$ cat config.mk
export PLATFORM = sky130hd
export DESIGN_NAME = motion_limit_protection_supervisor
export DESIGN_NICKNAME = d
export VERILOG_FILES = /design/src/common/motion_supervisor_pkg.sv /design/src/design/ms_tick_divider.sv /design/src/design/current_ramp.sv /design/src/design/motion_limit_protection_supervisor.sv
export SDC_FILE = /design/constraint.sdc
export NUM_CORES = 1
export LEC_CHECK = 0
export ABC_CLOCK_PERIOD_IN_PS = 20400
export BUFFER_PORTS_ARGS = -buffer_cell sky130_fd_sc_hd__buf_2
export CAP_MARGIN = 10
export CORE_ASPECT_RATIO = 1.4
export CORE_MARGIN = 2
export CORE_UTILIZATION = 55
export CTS_CLUSTER_DIAMETER = 60
export DETAILED_ROUTE_END_ITERATION = 8
export GPL_ROUTABILITY_DRIVEN = 0
export PLACE_DENSITY = 0.73
export SYNTH_ARGS = -nofsm -noshare
export SYNTH_HDL_FRONTEND = slang
export SYNTH_HIERARCHICAL = 1
export SYNTH_SLANG_ARGS = --single-unit
$ cat constraint.sdc
create_clock -name pclk -period 20.4 [get_ports pclk]
set_input_delay 3.06 -clock pclk [delete_from_list [all_inputs] [get_ports pclk]]
set_output_delay 3.06 -clock pclk [all_outputs]
set_load 0.1 [all_outputs]
$ cat src/common/motion_supervisor_pkg.sv
package motion_supervisor_pkg;

  localparam int unsigned CLK_HZ          = 10_000_000;
  localparam int unsigned MS_PER_S        = 1000;
  localparam int unsigned TICK_MS         = 1;
  localparam int unsigned CYCLES_PER_MS   = CLK_HZ / MS_PER_S * TICK_MS;
  localparam int unsigned OVERHEAT_DEG_C  = 125;
  localparam logic [11:0] OVERHEAT_LIMIT  = 12'(OVERHEAT_DEG_C);

  // Register byte offsets
  localparam logic [7:0] OFS_CTRL      = 8'h00;
  localparam logic [7:0] OFS_LEFT_POS  = 8'h04;
  localparam logic [7:0] OFS_RIGHT_POS = 8'h08;
  localparam logic [7:0] OFS_SUP_I_MAX = 8'h0C;
  localparam logic [7:0] OFS_SUP_V_MAX = 8'h10;
  localparam logic [7:0] OFS_USB_I_MAX = 8'h14;
  localparam logic [7:0] OFS_USB_V_MAX = 8'h18;
  localparam logic [7:0] OFS_USB_V_MIN = 8'h1C;
  localparam logic [7:0] OFS_TEMP_MAX  = 8'h20;
  localparam logic [7:0] OFS_LOW_V_OFF = 8'h24;
  localparam logic [7:0] OFS_HOLD      = 8'h28;
  localparam logic [7:0] OFS_OFF_DELAY = 8'h2C;
  localparam logic [7:0] OFS_RAMP_TIME = 8'h30;
  localparam logic [7:0] OFS_STATUS    = 8'h34;
  localparam logic [7:0] OFS_CMD       = 8'h38;
  localparam logic [7:0] OFS_POSITION  = 8'h3C;

  // Control register bit positions
  localparam int unsigned CB_BY_SWITCH   = 0;
  localparam int unsigned CB_SW1_CLOSED  = 1;
  localparam int unsigned CB_SW1_RIGHT   = 2;
  localparam int unsigned CB_SW2_CLOSED  = 3;
  localparam int unsigned CB_SW2_RIGHT   = 4;
  localparam int unsigned CB_STOP_LEFT   = 5;
  localparam int unsigned CB_STOP_RIGHT  = 6;
  localparam int unsigned CB_MISSET_DET  = 7;
  localparam int unsigned CB_LOW_V_EN    = 8;
  localparam int unsigned CB_HEAT_EN     = 9;
  localparam int unsigned CB_BRIDGE_EN   = 10;
  localparam int unsigned CB_MISSET_ALM  = 11;
  localparam int unsigned CB_STICKY      = 12;
  localparam int unsigned CB_USB_RECON   = 13;
  localparam int unsigned CB_CUR_RED_EN  = 14;
  localparam int unsigned CB_PWR_OFF_EN  = 15;
  localparam int unsigned CB_JERK_FREE   = 16;
  localparam int unsigned CTRL_W         = 17;

  localparam logic [CTRL_W-1:0] CTRL_RESET  = 17'h0_0000;
  localparam logic [31:0]       LEFT_RESET  = 32'hFFFF_FC18;
  localparam logic [31:0]       RIGHT_RESET = 32'h0000_03E8;
  localparam logic [11:0]       LIMIT_RESET = 12'hFFF;
  localparam logic [11:0]       MIN_RESET   = 12'h000;
  localparam logic [6:0]        HOLD_PCT_RESET   = 7'h64;
  localparam logic [15:0]       DELAY_RESET      = 16'h0000;
  localparam logic [6:0]        PCT_FULL         = 7'h64;

  // Command register: bit 0 stop, bit 1 move left, bit 2 move right
  localparam int unsigned CMD_STOP  = 0;
  localparam int unsigned CMD_LEFT  = 1;
  localparam int unsigned CMD_RIGHT = 2;

  // Alarm cause bit positions
  localparam int unsigned AC_SUP_I  = 0;
  localparam int unsigned AC_SUP_V  = 1;
  localparam int unsigned AC_USB_I  = 2;
  localparam int unsigned AC_USB_V  = 3;
  localparam int unsigned AC_TEMP   = 4;
  localparam int unsigned AC_LOW_V  = 5;
  localparam int unsigned AC_HEAT   = 6;
  localparam int unsigned AC_BRIDGE = 7;
  localparam int unsigned AC_MISSET = 8;
  localparam int unsigned AC_W      = 9;

  typedef enum logic [2:0] {
    MOT_STOPPED = 3'b001,
    MOT_LEFT    = 3'b010,
    MOT_RIGHT   = 3'b100
  } motion_e;

  typedef struct packed {
    logic [11:0] sup_i;
    logic [11:0] sup_v;
    logic [11:0] usb_i;
    logic [11:0] usb_v;
    logic [11:0] board_t;
    logic [11:0] driver_t;
  } sensors_s;

endpackage

$ cat src/design/ms_tick_divider.sv
`timescale 1ns/1ps
module ms_tick_divider #(
  parameter int unsigned DIV = 10000
) (
  // Clock and reset
  input  wire logic pclk,
  input  wire logic presetn,
  // One-cycle enable
  output logic      tick
);
  logic [$clog2(DIV)-1:0] cnt_q;

  always_ff @(posedge pclk or negedge presetn) begin
    if (!presetn) begin
      cnt_q <= '0;
      tick  <= 1'b0;
    end else if (cnt_q == ($clog2(DIV))'(DIV - 1)) begin
      cnt_q <= '0;
      tick  <= 1'b1;
    end else begin
      cnt_q <= cnt_q + 1'b1;
      tick  <= 1'b0;
    end
  end
endmodule

$ cat src/design/current_ramp.sv
`timescale 1ns/1ps
module current_ramp (
  // Clock and reset
  input  wire logic       pclk,
  input  wire logic       presetn,
  // Control
  input  wire logic       ms_tick,
  input  wire logic       smooth,
  input  wire logic [15:0] ramp_ms,
  input  wire logic [6:0] target,
  // Output
  output logic      [6:0] level
);
  logic [15:0] step_cnt_q;
  logic [15:0] step_ms;

  // Ms per percent step is ramp_ms/100, each step takes step_ms + 1 ms, so a 0..100 swing takes about ramp_ms + 100 ms
  assign step_ms = ramp_ms / 16'(100);

  always_ff @(posedge pclk or negedge presetn) begin
    if (!presetn) begin
      level      <= 7'h00;
      step_cnt_q <= 16'h0000;
    end else if (!smooth || level == target) begin
      level      <= target;
      step_cnt_q <= 16'h0000;
    end else if (ms_tick) begin
      if (step_cnt_q >= step_ms) begin
        step_cnt_q <= 16'h0000;
        level      <= (level < target) ? level + 7'h01 : level - 7'h01;
      end else begin
        step_cnt_q <= step_cnt_q + 16'h0001;
      end
    end
  end
endmodule

$ cat src/design/motion_limit_protection_supervisor.sv
// Chosen here: the APB interface to the registers and the address map.
`timescale 1ns/1ps
module motion_limit_protection_supervisor
  import motion_supervisor_pkg::*;
#(
  parameter int unsigned MS_CYCLES = CYCLES_PER_MS
) (
  // Clock and reset
  input  wire logic                          pclk,
  input  wire logic                          presetn,
  // APB slave
  input  wire logic                          psel,
  input  wire logic                          penable,
  input  wire logic                          pwrite,
  input  wire logic [7:0]                    paddr,
  input  wire logic [31:0]                   pwdata,
  output logic      [31:0]                   prdata,
  output logic                               pready,
  output logic                               pslverr,
  // Stage inputs
  input  wire logic                          sw1_closed,
  input  wire logic                          sw2_closed,
  input  wire logic                          step_pulse,
  input  wire motion_supervisor_pkg::sensors_s sensors,
  input  wire logic                          bridge_fault,
  input  wire logic                          usb_link_up,
  // Power stage outputs
  output logic                               step_en,
  output logic                               step_dir_right,
  output logic                               power_en,
  output logic      [6:0]                    current_pct,
  output logic                               alarm,
  output logic                               usb_reset
);
  import motion_supervisor_pkg::*;

  logic [CTRL_W-1:0] ctrl_q;
  logic [31:0]       left_pos_q;
  logic [31:0]       right_pos_q;
  logic [11:0]       sup_i_max_q;
  logic [11:0]       sup_v_max_q;
  logic [11:0]       usb_i_max_q;
  logic [11:0]       usb_v_max_q;
  logic [11:0]       usb_v_min_q;
  logic [11:0]       temp_max_q;
  logic [11:0]       low_v_off_q;
  logic [6:0]        hold_pct_q;
  logic [15:0]       red_delay_q;
  logic [15:0]       off_delay_q;
  logic [15:0]       ramp_ms_q;
  logic [31:0]       position_q;
  motion_e           motion_q;
  logic [AC_W-1:0]   cause_q;
  logic [AC_W-1:0]   cause_now;
  logic              alarm_q;
  logic              usb_up_q;
  logic [15:0]       stop_ms_q;
  logic [9:0]        ms_in_s_q;
  logic [15:0]       stop_s_q;
  logic              ms_tick;
  logic              wr_en;
  logic              rd_en;
  logic              stop_cmd;
  logic              left_cmd;
  logic              right_cmd;
  logic              sw1_hit;
  logic              sw2_hit;
  logic              left_hit;
  logic              right_hit;
  logic              left_sw;
  logic              right_sw;
  logic              left_block;
  logic              right_block;
  logic              reduced;
  logic              powered_off;
  logic [6:0]        target_pct;
  logic [6:0]        ramp_level;

  assign wr_en     = psel && penable && pwrite;
  assign rd_en     = psel && !penable && !pwrite;
  assign stop_cmd  = wr_en && paddr == OFS_CMD && pwdata[CMD_STOP];
  assign left_cmd  = wr_en && paddr == OFS_CMD && pwdata[CMD_LEFT];
  assign right_cmd = wr_en && paddr == OFS_CMD && pwdata[CMD_RIGHT];

  // Configuration writes
  always_ff @(posedge pclk or negedge presetn) begin
    if (!presetn) begin
      ctrl_q      <= CTRL_RESET;
      left_pos_q  <= LEFT_RESET;
      right_pos_q <= RIGHT_RESET;
      sup_i_max_q <= LIMIT_RESET;
      sup_v_max_q <= LIMIT_RESET;
      usb_i_max_q <= LIMIT_RESET;
      usb_v_max_q <= LIMIT_RESET;
      usb_v_min_q <= MIN_RESET;
      temp_max_q  <= LIMIT_RESET;
      low_v_off_q <= MIN_RESET;
      hold_pct_q  <= HOLD_PCT_RESET;
      red_delay_q <= DELAY_RESET;
      off_delay_q <= DELAY_RESET;
      ramp_ms_q   <= DELAY_RESET;
    end else if (wr_en) begin
      case (paddr)
        OFS_CTRL:      ctrl_q      <= pwdata[CTRL_W-1:0];
        OFS_LEFT_POS:  left_pos_q  <= pwdata;
        OFS_RIGHT_POS: right_pos_q <= pwdata;
        OFS_SUP_I_MAX: sup_i_max_q <= pwdata[11:0];
        OFS_SUP_V_MAX: sup_v_max_q <= pwdata[11:0];
        OFS_USB_I_MAX: usb_i_max_q <= pwdata[11:0];
        OFS_USB_V_MAX: usb_v_max_q <= pwdata[11:0];
        OFS_USB_V_MIN: usb_v_min_q <= pwdata[11:0];
        OFS_TEMP_MAX:  temp_max_q  <= pwdata[11:0];
        OFS_LOW_V_OFF: low_v_off_q <= pwdata[11:0];
        OFS_HOLD: begin
          red_delay_q <= pwdata[31:16];
          hold_pct_q  <= (pwdata[6:0] > PCT_FULL) ? PCT_FULL : pwdata[6:0];
        end
        OFS_OFF_DELAY: off_delay_q <= pwdata[15:0];
        OFS_RAMP_TIME: ramp_ms_q   <= pwdata[15:0];
        default: ;
      endcase
    end
  end

  // APB read path, zero wait states
  always_ff @(posedge pclk or negedge presetn) begin
    if (!presetn) begin
      prdata  <= 32'h0000_0000;
      pready  <= 1'b0;
      pslverr <= 1'b0;
    end else begin
      pready  <= psel && !penable;
      pslverr <= 1'b0;
      if (psel && !penable) begin
        pslverr <= paddr[1:0] != 2'h0 || paddr > OFS_POSITION;
      end
      if (rd_en) begin
        case (paddr)
          OFS_CTRL:      prdata <= 32'(ctrl_q);
          OFS_LEFT_POS:  prdata <= left_pos_q;
          OFS_RIGHT_POS: prdata <= right_pos_q;
          OFS_SUP_I_MAX: prdata <= 32'(sup_i_max_q);
          OFS_SUP_V_MAX: prdata <= 32'(sup_v_max_q);
          OFS_USB_I_MAX: prdata <= 32'(usb_i_max_q);
          OFS_USB_V_MAX: prdata <= 32'(usb_v_max_q);
          OFS_USB_V_MIN: prdata <= 32'(usb_v_min_q);
          OFS_TEMP_MAX:  prdata <= 32'(temp_max_q);
          OFS_LOW_V_OFF: prdata <= 32'(low_v_off_q);
          OFS_HOLD:      prdata <= {red_delay_q, 9'h000, hold_pct_q};
          OFS_OFF_DELAY: prdata <= 32'(off_delay_q);
          OFS_RAMP_TIME: prdata <= 32'(ramp_ms_q);
          OFS_STATUS:    prdata <= {10'h000, current_pct, left_hit, right_hit, motion_q, alarm_q, cause_q};
          OFS_POSITION:  prdata <= position_q;
          default:       prdata <= 32'h0000_0000;
        endcase
      end
    end
  end

  // Switch polarity and side mapping
  assign sw1_hit  = ctrl_q[CB_SW1_CLOSED] ? sw1_closed : !sw1_closed;
  assign sw2_hit  = ctrl_q[CB_SW2_CLOSED] ? sw2_closed : !sw2_closed;
  assign left_sw  = (!ctrl_q[CB_SW1_RIGHT] && sw1_hit) || (!ctrl_q[CB_SW2_RIGHT] && sw2_hit);
  assign right_sw = (ctrl_q[CB_SW1_RIGHT] && sw1_hit) || (ctrl_q[CB_SW2_RIGHT] && sw2_hit);

  // Border reached, by switch or by position
  always_comb begin
    if (ctrl_q[CB_BY_SWITCH]) begin
      left_hit  = left_sw;
      right_hit = right_sw;
    end else begin
      left_hit  = $signed(position_q) <= $signed(left_pos_q);
      right_hit = $signed(position_q) >= $signed(right_pos_q);
    end
  end

  assign left_block  = left_hit && (ctrl_q[CB_STOP_LEFT] || ctrl_q[CB_MISSET_DET]);
  assign right_block = right_hit && (ctrl_q[CB_STOP_RIGHT] || ctrl_q[CB_MISSET_DET]);

  // Alarm causes present now
  always_comb begin
    cause_now            = '0;
    cause_now[AC_SUP_I]  = sensors.sup_i > sup_i_max_q;
    cause_now[AC_SUP_V]  = sensors.sup_v > sup_v_max_q;
    cause_now[AC_USB_I]  = sensors.usb_i > usb_i_max_q;
    cause_now[AC_USB_V]  = sensors.usb_v > usb_v_max_q || sensors.usb_v < usb_v_min_q;
    cause_now[AC_TEMP]   = sensors.board_t > temp_max_q;
    cause_now[AC_LOW_V]  = ctrl_q[CB_LOW_V_EN] && sensors.sup_v <= low_v_off_q;
    cause_now[AC_HEAT]   = ctrl_q[CB_HEAT_EN] && sensors.driver_t > OVERHEAT_LIMIT;
    cause_now[AC_BRIDGE] = ctrl_q[CB_BRIDGE_EN] && bridge_fault;
    cause_now[AC_MISSET] = ctrl_q[CB_MISSET_ALM] && ctrl_q[CB_BY_SWITCH]
                           && ((motion_q == MOT_LEFT && right_sw)
                               || (motion_q == MOT_RIGHT && left_sw));
  end

  // Alarm cause tracking; new causes win over a Stop clear
  always_ff @(posedge pclk or negedge presetn) begin
    if (!presetn) begin
      cause_q <= '0;
      alarm_q <= 1'b0;
    end else if (ctrl_q[CB_STICKY]) begin
      cause_q <= (stop_cmd ? '0 : cause_q) | cause_now;
      alarm_q <= (stop_cmd ? 1'b0 : alarm_q) || (|cause_now);
    end else begin
      cause_q <= cause_now;
      alarm_q <= |cause_now;
    end
  end

  // Motion state
  always_ff @(posedge pclk or negedge presetn) begin
    if (!presetn) begin
      motion_q <= MOT_STOPPED;
    end else begin
      case (motion_q)
        MOT_STOPPED: begin
          if (alarm_q) begin
            motion_q <= MOT_STOPPED;
          end else if (left_cmd && !left_block) begin
            motion_q <= MOT_LEFT;
          end else if (right_cmd && !right_block) begin
            motion_q <= MOT_RIGHT;
          end
        end
        MOT_LEFT: begin
          if (alarm_q || stop_cmd || left_block) begin
            motion_q <= MOT_STOPPED;
          end else if (right_cmd && !right_block) begin
            motion_q <= MOT_RIGHT;
          end
        end
        MOT_RIGHT: begin
          if (alarm_q || stop_cmd || right_block) begin
            motion_q <= MOT_STOPPED;
          end else if (left_cmd && !left_block) begin
            motion_q <= MOT_LEFT;
          end
        end
        default: motion_q <= MOT_STOPPED;
      endcase
    end
  end

  // Step position counter
  always_ff @(posedge pclk or negedge presetn) begin
    if (!presetn) begin
      position_q <= 32'h0000_0000;
    end else if (wr_en && paddr == OFS_POSITION) begin
      position_q <= pwdata;
    end else if (step_pulse && motion_q == MOT_RIGHT) begin
      position_q <= position_q + 32'h0000_0001;
    end else if (step_pulse && motion_q == MOT_LEFT) begin
      position_q <= position_q - 32'h0000_0001;
    end
  end

  ms_tick_divider #(
    .DIV (MS_CYCLES)
  ) u_tick (
    .pclk    (pclk),
    .presetn (presetn),
    .tick    (ms_tick)
  );

  // Time spent stopped, in ms and s
  always_ff @(posedge pclk or negedge presetn) begin
    if (!presetn) begin
      stop_ms_q <= 16'h0000;
      ms_in_s_q <= 10'h000;
      stop_s_q  <= 16'h0000;
    end else if (motion_q != MOT_STOPPED) begin
      stop_ms_q <= 16'h0000;
      ms_in_s_q <= 10'h000;
      stop_s_q  <= 16'h0000;
    end else if (ms_tick) begin
      if (stop_ms_q != 16'hFFFF) begin
        stop_ms_q <= stop_ms_q + 16'h0001;
      end
      if (ms_in_s_q == 10'(MS_PER_S - 1)) begin
        ms_in_s_q <= 10'h000;
        if (stop_s_q != 16'hFFFF) begin
          stop_s_q <= stop_s_q + 16'h0001;
        end
      end else begin
        ms_in_s_q <= ms_in_s_q + 10'h001;
      end
    end
  end

  assign reduced     = ctrl_q[CB_CUR_RED_EN] && motion_q == MOT_STOPPED && stop_ms_q >= red_delay_q;
  assign powered_off = ctrl_q[CB_PWR_OFF_EN] && motion_q == MOT_STOPPED && stop_s_q >= off_delay_q;
  assign target_pct  = reduced ? hold_pct_q : PCT_FULL;

  current_ramp u_ramp (
    .pclk    (pclk),
    .presetn (presetn),
    .ms_tick (ms_tick),
    .smooth  (ctrl_q[CB_JERK_FREE]),
    .ramp_ms (ramp_ms_q),
    .target  (target_pct),
    .level   (ramp_level)
  );

  // Power stage outputs
  always_ff @(posedge pclk or negedge presetn) begin
    if (!presetn) begin
      step_en        <= 1'b0;
      step_dir_right <= 1'b0;
      power_en       <= 1'b0;
      current_pct    <= 7'h00;
      alarm          <= 1'b0;
    end else begin
      step_en        <= motion_q != MOT_STOPPED && !alarm_q;
      step_dir_right <= motion_q == MOT_RIGHT;
      power_en       <= !alarm_q && !(|cause_now) && !powered_off;
      current_pct    <= (alarm_q || powered_off) ? 7'h00 : ramp_level;
      alarm          <= alarm_q;
    end
  end

  // USB link break detection
  always_ff @(posedge pclk or negedge presetn) begin
    if (!presetn) begin
      usb_up_q  <= 1'b0;
      usb_reset <= 1'b0;
    end else begin
      usb_up_q  <= usb_link_up;
      usb_reset <= ctrl_q[CB_USB_RECON] && usb_up_q && !usb_link_up;
    end
  end

endmodule

Word-level counts from Yosys, hierarchy flattened. Cells that the tools add are included.

Output and inout port bits: 46. Register bits: 392. Bits of input ports: 122. Logic and storage cells: 216.

Bitwise gates (word level): 1. Reduce and logical (&&, ||, !) cells: 87. Mux-type cells: 42. Div/mod/pow operators: 1. $add $sub $neg: 9. Magnitude comparators: 16. Eq/ne operators: 25.

Operators with widths (number): case mux 32 bit (15 select lines) (1); two-way mux 16 bit (10); two-way mux 32 bit (3); == test 8 x 6 -> 1 bit, second input constant (8); greater-than comparator 12 bit (5); two-way mux 7 bit (7); adder 16 x 1 -> 16 bit, second input constant (3); greater-or-equal comparator 16 bit (3); logical AND 1 bit (35); adder 32 x 1 -> 32 bit, second input constant (1); == test 8 x 5 -> 1 bit, second input constant (4); greater-or-equal comparator 32 bit (1); less-or-equal comparator 32 bit (1); inequality test 16 bit, second input constant (2); subtractor 32 x 1 -> 32 bit, second input constant (1); two-way mux 10 bit (3); AND reduction 2 bit (15); two-way mux 3 bit (6); two-way mux 9 bit (2); divider 16 x 7 -> 16 bit, second input constant (1); == test 8 x 4 -> 1 bit, second input constant (2); adder 14 x 1 -> 14 bit, second input constant (1); == test 14 bit, second input constant (1); two-way mux 14 bit (1); other kinds (27) (64).

Logic depth before layout (Yosys ltp). Gate-level depths: netlist of run 1.

Depth in word-level cells: 12. Gate-level depth with buffers: 39. Gate-level depth less buffers: 35.

Modules after synthesis. Netlist of run 1, hierarchy kept.

Modules (own cells, without submodules): motion_limit_protection_supervisor (area each 21566.9 um^2, instances 1, seq. area each 8976.1 um^2, cells each 2153); current_ramp (area each 3560.9 um^2, instances 1, seq. area each 575.6 um^2, cells each 456); ms_tick_divider (area each 695.7 um^2, instances 1, seq. area each 375.4 um^2, cells each 61).

Worst setup path before layout of run 1. No wires, ideal clock.

Path kind: flip-flop to flip-flop. From: register ramp_ms_q[11]. To: register u_ramp.level[0]. Required time: 20.266 ns. Setup time: 0.134 ns. Clock period less this slack: 7.110 ns. Buffers on the path: 4. Slack: 13.290 ns. Arrival: 6.976 ns. Cell stages (with the launch flop): 38. Cell sequence: dfrtp_1 -> buf_6 -> or2_1 -> buf_6 -> o31ai_2 -> a31oi_2 -> and3_4 -> a2111oi_2 -> a31oi_1 -> mux2_4 -> a211oi_2 -> o211a_1 -> buf_4 -> o21ai_1 -> o211ai_2 -> nand4_2 -> a31oi_4 -> mux2_4 -> (+2 left out) -> a21oi_2 -> and4bb_1 -> a31oi_1 -> ha_1 -> nand2b_1 -> a21oi_1 -> nor2b_1 -> o21ai_0 -> nand2b_1 -> a21oi_1 -> nor2b_1 -> o21ai_0 -> nand2b_1 -> a21oi_1 -> o41ai_1 -> and2_1 -> clkbuf_1 -> o21ai_0.

Longest elaborated chain between the ends: 4.

RTL lines: start, declared (RTL line motion_limit_protection_supervisor.sv:50) `logic [15:0] ramp_ms_q;`; start signal, assigned (RTL line motion_limit_protection_supervisor.sv:119) `OFS_RAMP_TIME: ramp_ms_q <= pwdata[15:0];`; divider 16 x 7 -> 16 bit (RTL line current_ramp.sv:18) `assign step_ms = ramp_ms / 16'(100);`; greater-or-equal comparator 16 bit (RTL line current_ramp.sv:28) `if (step_cnt_q >= step_ms) begin`; nonzero test 2 bit (no source line); AND reduction 2 bit (no source line); end signal, assigned (RTL line current_ramp.sv:25) `level <= target;`; end signal, assigned (RTL line current_ramp.sv:30) `level <= (level < target) ? level + 7'h01 : level - 7'h01;`; end, declared (RTL line current_ramp.sv:12) `output logic [6:0] level`.

No other way between the ends. A chain may end at the register's enable or synchronous reset.

Worst setup path in the final report of run 1.
From: register ramp_ms_q[15]. To: register u_ramp.level[6].

Same word-level chain as after synthesis.

==> out/results.tsv, run 1 <==
stage	metric	value	unit
run_status	status	finished clean	
power_and_ir_drop	leakage	12.99	nW
timing	finalHoldViolCount	0	
layout	fillers	3791	
route	dr.pass1.iters	7	
yosys	syn_inst	2670	
yosys	yosys_warnings	6	
yosys	ys.flop_type	dfrtp_1	
grt	track_usage	31.95	%
power_and_ir_drop	power	0.001944	W
yosys	synth_area	25820	um2
timing	tightest_slew	1.265	ns
yosys	syn_nets	3031	
floorplanning	ios	168	
yosys	ys_seq_area_share	38.44	%
route	via_count	22055	
floorplanning	rows	93	
timing	finalSetupViolCount	0	
setup_path	path_buf_inv	0	
grt	overflow	0	
layout	multi_input_area	14690	um2
setup_path	worst_setup_path_start_kind	flop	
setup_path	critPathMaxFanout	20	
yosys	synth_top_cell_area_share	28.88	%
route	post_drt_wl_per_cell	22.67	um
clock_network	h-tree-depth	2	
clock_network	ctsResizeCount	0	
route	wirelength	78130	um
setup_path	critical_path_class	flop to flop	
setup_path	critPathArrivalTime	9.59	ns
yosys	synth_most_common_cell	dfrtp_1	
timing	fin_crit_sh	44.98	%
route	drt-initial-drc-count	1951	
clock_network	worstSkewPairLatency	0.57	ns
power_and_ir_drop	peakVddDrop	0.05949	mV
yosys	ys_ff_latch	392	
clock_network	cts_buffers	42	
power_and_ir_drop	power_density	67.73	nW/um2
yosys	yosysTopAreaCell	dfrtp_1	
place	port_buffers	166	
yosys	synth-edff-count	0	
timing	min_period	9.176	ns
grt	grt_antenna_before_repair	2	
layout	syn_to_final_growth	11.12	%
grt	grt_max_degree	148	
clock_network	cts_hold_buf	0	
setup_path	end_kind	flop	
yosys	ys_top_cells_by_count	298 x dfrtp_1, 237 x ha_1, 210 x inv_1, 206 x nor2_1, 198 x nand2_1	
run	max_cap_violations	0	
setup_path	crit_family	compound AO/OA/AOI/OAI gates	
timing	slew_headroom	15.36	%
place	dp.cells	3370	
floorplanning	core_area	46200	um2
grt	grt_pass1_wl	122300	um
timing	finalMaxSlewViolations	0	
yosys	async_flop_share	100.0	%
timing	skew	0.02892	ns
min_path	hold_path.class	flop to flop	
layout	stdcell_count	3447	
timing	fin_setup_tns	0	ns
timing	fmax	109.0	MHz
yosys	syn_avg_cell_area	9.672	um2
clock_network	cts_setup_buffers	0	
yosys	yosysUniqueCellTypes	109	
floorplanning	initial_core_util	55.90	%
timing	rsz0062_at_grt	false	
layout	seqCellArea	9927	um2
route	drcViolationCount	0	
route	avgViaCountPerCell	6.398	
floorplanning	die-width	187.1	um
clock_network	path_clk_slew	0.06	ns
floorplanning	dieArea	48730	um2
floorplanning	die_h	260.4	um
clock_network	cts_root_buf	clkbuf_16	
setup_path	cpPeakStageDelay	0.94	ns
clock_network	clockBufferDepth	3	
layout	finalNetCount	3158	
place	place_hpwl	57520	um
setup_path	slowest_stage	o41ai_1	
layout	drive_gt1_share	21.60	%
clock_network	numClockSinks	392	
route	ant_nets	0	
yosys	synthTopCellsByArea	dfrtp_1 29%, ha_1 11%, dfstp_2 9.6%	
grt	grt_pass1_vias	22422	
clock_network	cts_tree	done	
setup_path	cp.required	20.81	ns
-- through the flow --
| step | hold slack, ns | cell area (um2) | setup slack [ns] | utilization, % |
|---|---|---|---|---|
| after floorplan | 0.4462 | 25820 | 13.29 | - |
| after global placement | 0.4596 | 27210 | 11.64 | 58.90 |
| after detailed placement | 0.4658 | 27210 | 11.38 | 58.90 |
| after CTS | 0.4804 | 28690 | 11.38 | 62.11 |
| after global routing | 0.5085 | 28700 | 10.45 | 62.12 |
| final | 0.4791 | 28700 | 11.22 | 62.12 |
-- placed cells by master (no fill, tap or decap), drive strengths merged, types with 23 or more instances in the layout --
master / n
ha: 237
a22oi: 44
a31oi: 44
nor2b: 34
dfstp: 94
nand3: 60
inv: 214
a221oi: 24
nor3: 37
clkbuf: 60
xnor2: 38
xor2: 56
a21oi: 129
mux2: 196
buf: 189
nor2: 206
and3: 25
o21ai: 152
nand2: 198
nand4: 54
a21o: 80
and2: 25
dfrtp: 298
a222oi: 29
mux2i: 23
nand2b: 33
-- layout make-up --
| cell class | count | area share [%] |
|---|---|---|
| Antenna cell | 1 | 0.008720 |
| Clock buffer | 60 | 4.360 |
| Clock inverter | 16 | 0.8066 |
| Inverter | 213 | 2.786 |
| Multi-Input combinational cell | 1959 | 51.18 |
| Sequential cell | 392 | 34.59 |
| Tap cell | 617 | 2.690 |
| Timing Repair Buffer | 189 | 3.575 |
-- power breakdown --
part	internal, W	switching [W]
sequential	0.000798	0.0000185
clock	0.000492	0.000335
combinational	0.0000939	0.000206
-- routing by layer --
layer / vias up / routed length, um / GRT usage, %
met3: 318 / 4765 / 3.954
met5: - / 13 / 0
met2: 1010 / 37490 / 54.81
met4: 2 / 6525 / 23.35
li1: 9965 / - / -
met1: 10760 / 29340 / 37.04
-- flip-flops by register name, indices dropped and copies added, names as in the netlist, 12 cells and up --
name               flops
low_v_off_q           12
stop_ms_q             16
u_ramp/step_cnt_q     16
stop_s_q              16
prdata                32
ctrl_q                17
off_delay_q           16
position_q            32
usb_v_max_q           12
usb_i_max_q           12
u_tick/cnt_q          14
sup_v_max_q           12
temp_max_q            12
left_pos_q            32
usb_v_min_q           12
red_delay_q           16
sup_i_max_q           12
right_pos_q           32
ramp_ms_q             16
-- worst paths after layout --
path	start	endpoint	slack, ns	depth (start not counted)
hold reg to reg	cause_q[4]$_DFF_PN0_	cause_q[4]$_DFF_PN0_	0.48	1
min in group asynchronous	presetn	ramp_ms_q[0]$_DFFE_PN0P_	2.51	1
max in group asynchronous	presetn	current_pct[5]$_DFF_PN0_	15.59	3
setup / recovery	ramp_ms_q[15]$_DFFE_PN0P_	u_ramp/level[6]$_DFFE_PN0P_	11.22	33
hold / removal	cause_q[4]$_DFF_PN0_	cause_q[4]$_DFF_PN0_	0.48	1
setup reg to reg	ramp_ms_q[15]$_DFFE_PN0P_	u_ramp/level[6]$_DFFE_PN0P_	11.22	33
-- kinds of logic (layout without fill, tap and decap cells) --
family,count (synthesis),in the layout,share of synthesized area [%]
flops,392,392,38.44
buf+inv,319,478,4.802
xor+xnor,94,94,3.319
compound gates,661,661,18.09
mux,219,219,9.468
simple gates,744,744,14.17
fa+ha+maj,241,241,11.72
other cells,0,1,0
-- worst reg2reg max path: cells and delay by family, from the launching register on --
kind / cells / cell delay, ns
and+or+nand+nor: 12 / 2.62
AOI/OAI and AO/OA: 20 / 5.29
adders and majority gates: 1 / 0.27
DFF: 1 / 0.81
(Power assumes the default switching activity.)
==> run 2: changes to the inputs <==
- ABC_CLOCK_PERIOD_IN_PS: 20400 -> 9400
- clock period: 20.4 -> 9.4 ns (I/O delays scaled with it)
==> out/results.tsv, run 2 (synthesis gave the netlist of run 1 again) <==
stage	metric	value	unit	change
run_status	status	finished clean		unchanged
grt	grt_max_degree	79		was 148
layout	fillers	3829		was 3791
run	max_cap_violations	0		unchanged
layout	drive_gt1_share	21.79	%	was 21.60%
layout	syn_to_final_growth	11.27	%	was 11.12%
setup_path	cpPeakStageDelay	0.78	ns	was 0.94 ns
timing	skew	0.02010	ns	was 0.02892 ns
setup_path	critPathMaxFanout	20		unchanged
clock_network	path_clk_slew	0.07	ns	was 0.06 ns
place	placed_area	27240	um2	was 27210 um2
layout	layout_commonest_cell	dfrtp_1		unchanged
floorplanning	rows	93		unchanged
floorplanning	die-width	187.1	um	unchanged
floorplanning	ios	168		unchanged
route	drt-initial-drc-count	1892		was 1951
clock_network	cts_setup_buffers	0		unchanged
route	dr.pass1.iters	6		was 7
setup_path	worst_setup_path_start_kind	flop		unchanged
clock_network	cts_hold_buf	0		unchanged
layout	postLayoutCellArea	28730	um2	was 28700 um2
timing	finalMaxSlewViolations	0		unchanged
setup_path	end_kind	flop		unchanged
place	port_buffers	166		unchanged
clock_network	cts_tree	done		unchanged
place	place_hpwl	57780	um	was 57520 um
timing	fmax	117.1	MHz	was 109.0 MHz
timing	finalHoldViolCount	0		unchanged
clock_network	cts_buffers	43		was 42
setup_path	critPathArrivalTime	8.96	ns	was 9.59 ns
timing	fin_crit_sh	90.84	%	was 44.98%
clock_network	ctsResizeCount	0		unchanged
grt	grt_antenna_before_repair	2		unchanged
floorplanning	core_area	46200	um2	unchanged
timing	finalSetupViolCount	0		unchanged
route	ant_nets	0		unchanged
clock_network	clockBufferDepth	3		unchanged
route	drcViolationCount	0		unchanged
floorplanning	initial_core_util	55.90	%	unchanged
grt	overflow	0		unchanged
route	avgViaCountPerCell	6.351		was 6.398
setup_path	crit_family	compound AO/OA/AOI/OAI gates		unchanged
grt	grt_pass1_vias	21818		was 22422
setup_path	critical_path_class	flop to flop		unchanged
clock_network	cts_root_buf	clkbuf_16		unchanged
power_and_ir_drop	leakage	13.03	nW	was 12.99 nW
clock_network	numClockSinks	392		unchanged
timing	timing.hold.ws	0.4873	ns	was 0.4791 ns
power_and_ir_drop	peakVddDrop	0.1520	mV	was 0.05949 mV
floorplanning	dieArea	48730	um2	unchanged
setup_path	slowest_stage	dfrtp_1		was o41ai_1
route	via_count	21937		was 22055
layout	final_util	62.20	%	was 62.12%
layout	multi_input_area	14690	um2	unchanged
route	wirelength	78020	um	was 78130 um
setup_path	path_buf_inv	1		was 0
timing	fin_setup_tns	0	ns	unchanged
layout	stdcell_count	3454		was 3447
grt	track_usage	31.70	%	was 31.95%
floorplanning	die_h	260.4	um	unchanged
min_path	hold_path.class	flop to flop		unchanged
clock_network	worstSkewPairLatency	0.56	ns	was 0.57 ns
timing	tightest_slew	1.282	ns	was 1.265 ns
timing	rsz0062_at_grt	false		unchanged
grt	grt_pass1_wl	121300	um	was 122300 um
power_and_ir_drop	power_density	146.7	nW/um2	was 67.73 nW/um2
route	post_drt_wl_per_cell	22.59	um	was 22.67 um
layout	mostFrequentLayoutCells	298 x dfrtp_1, 237 x ha_1, 210 x inv_1, 200 x nor2_1, 198 x nand2_1		unchanged
setup_path	crit_top_cell	a21oi_1		
setup_path	cp.required	9.83	ns	was 20.81 ns
layout	seqCellArea	9927	um2	unchanged
place	dp.cells	3375		was 3370
timing	slew_headroom	14.51	%	was 15.36%
clock_network	h-tree-depth	2		unchanged
layout	finalNetCount	3164		was 3158
timing	min_period	8.539	ns	was 9.176 ns
run 2: changes by cell type in the layout (fill, tap and decap cells not counted):
cell        previous run  this run
clkinvlp_4             3         1
buf_4                 22        28
clkbuf_16             44        45
buf_12                 1         0
inv_8                  0         3
bufinv_16              5         4
clkinv_2               3         6
inv_6                  3         1
run 2: final cells by class:
class                      instances  share of cell area, %
sequential                       392                  34.55
multi-input combinational       1959                  51.11
clock buffer                      61                  4.442
clock inverter                    17                 0.7577
tap                              617                  2.687
inverter                         213                  2.783
timing repair buffer             194                  3.658
antenna                            1               0.008709
run 2: through the flow:
stage               setup WS [ns]  power [W]
floorplan                   2.290   0.002233
global placement            1.339   0.002423
detailed placement          1.108   0.002439
CTS                         1.029   0.004228
global route               0.1902   0.004346
finish                     0.8608   0.004216
run 2: power breakdown:
group	switching, W	internal, W	total [W]
sequential	0.0000409	0.00173	0.00177
clock	0.000730	0.00106	0.00179
combinational	0.000445	0.000204	0.000649
run 2: path summary, 6_finish.rpt:
path,slack [ns],cells past startpoint,endpoint,from
worst max-delay path,0.86,36,u_ramp/level[0]$_DFFE_PN0P_,ramp_ms_q[15]$_DFFE_PN0P_
worst min-delay path,0.49,1,ms_in_s_q[9]$_DFFE_PN0P_,ms_in_s_q[9]$_DFFE_PN0P_
worst max register to register,0.86,36,u_ramp/level[0]$_DFFE_PN0P_,ramp_ms_q[15]$_DFFE_PN0P_
worst min register to register,0.49,1,ms_in_s_q[9]$_DFFE_PN0P_,ms_in_s_q[9]$_DFFE_PN0P_
max in group asynchronous,6.88,3,stop_ms_q[2]$_DFFE_PN0P_,presetn
min in group asynchronous,0.79,1,pslverr$_DFF_PN0_,presetn
run 2: metal layers:
layer / vias to the layer above / wire (um) / global-route usage (%)
met5: - / 13 / 0
met4: 2 / 6250 / 22.20
met3: 312 / 4696 / 3.792
met2: 1008 / 37300 / 54.43
met1: 10637 / 29750 / 37.18
li1: 9978 / - / -
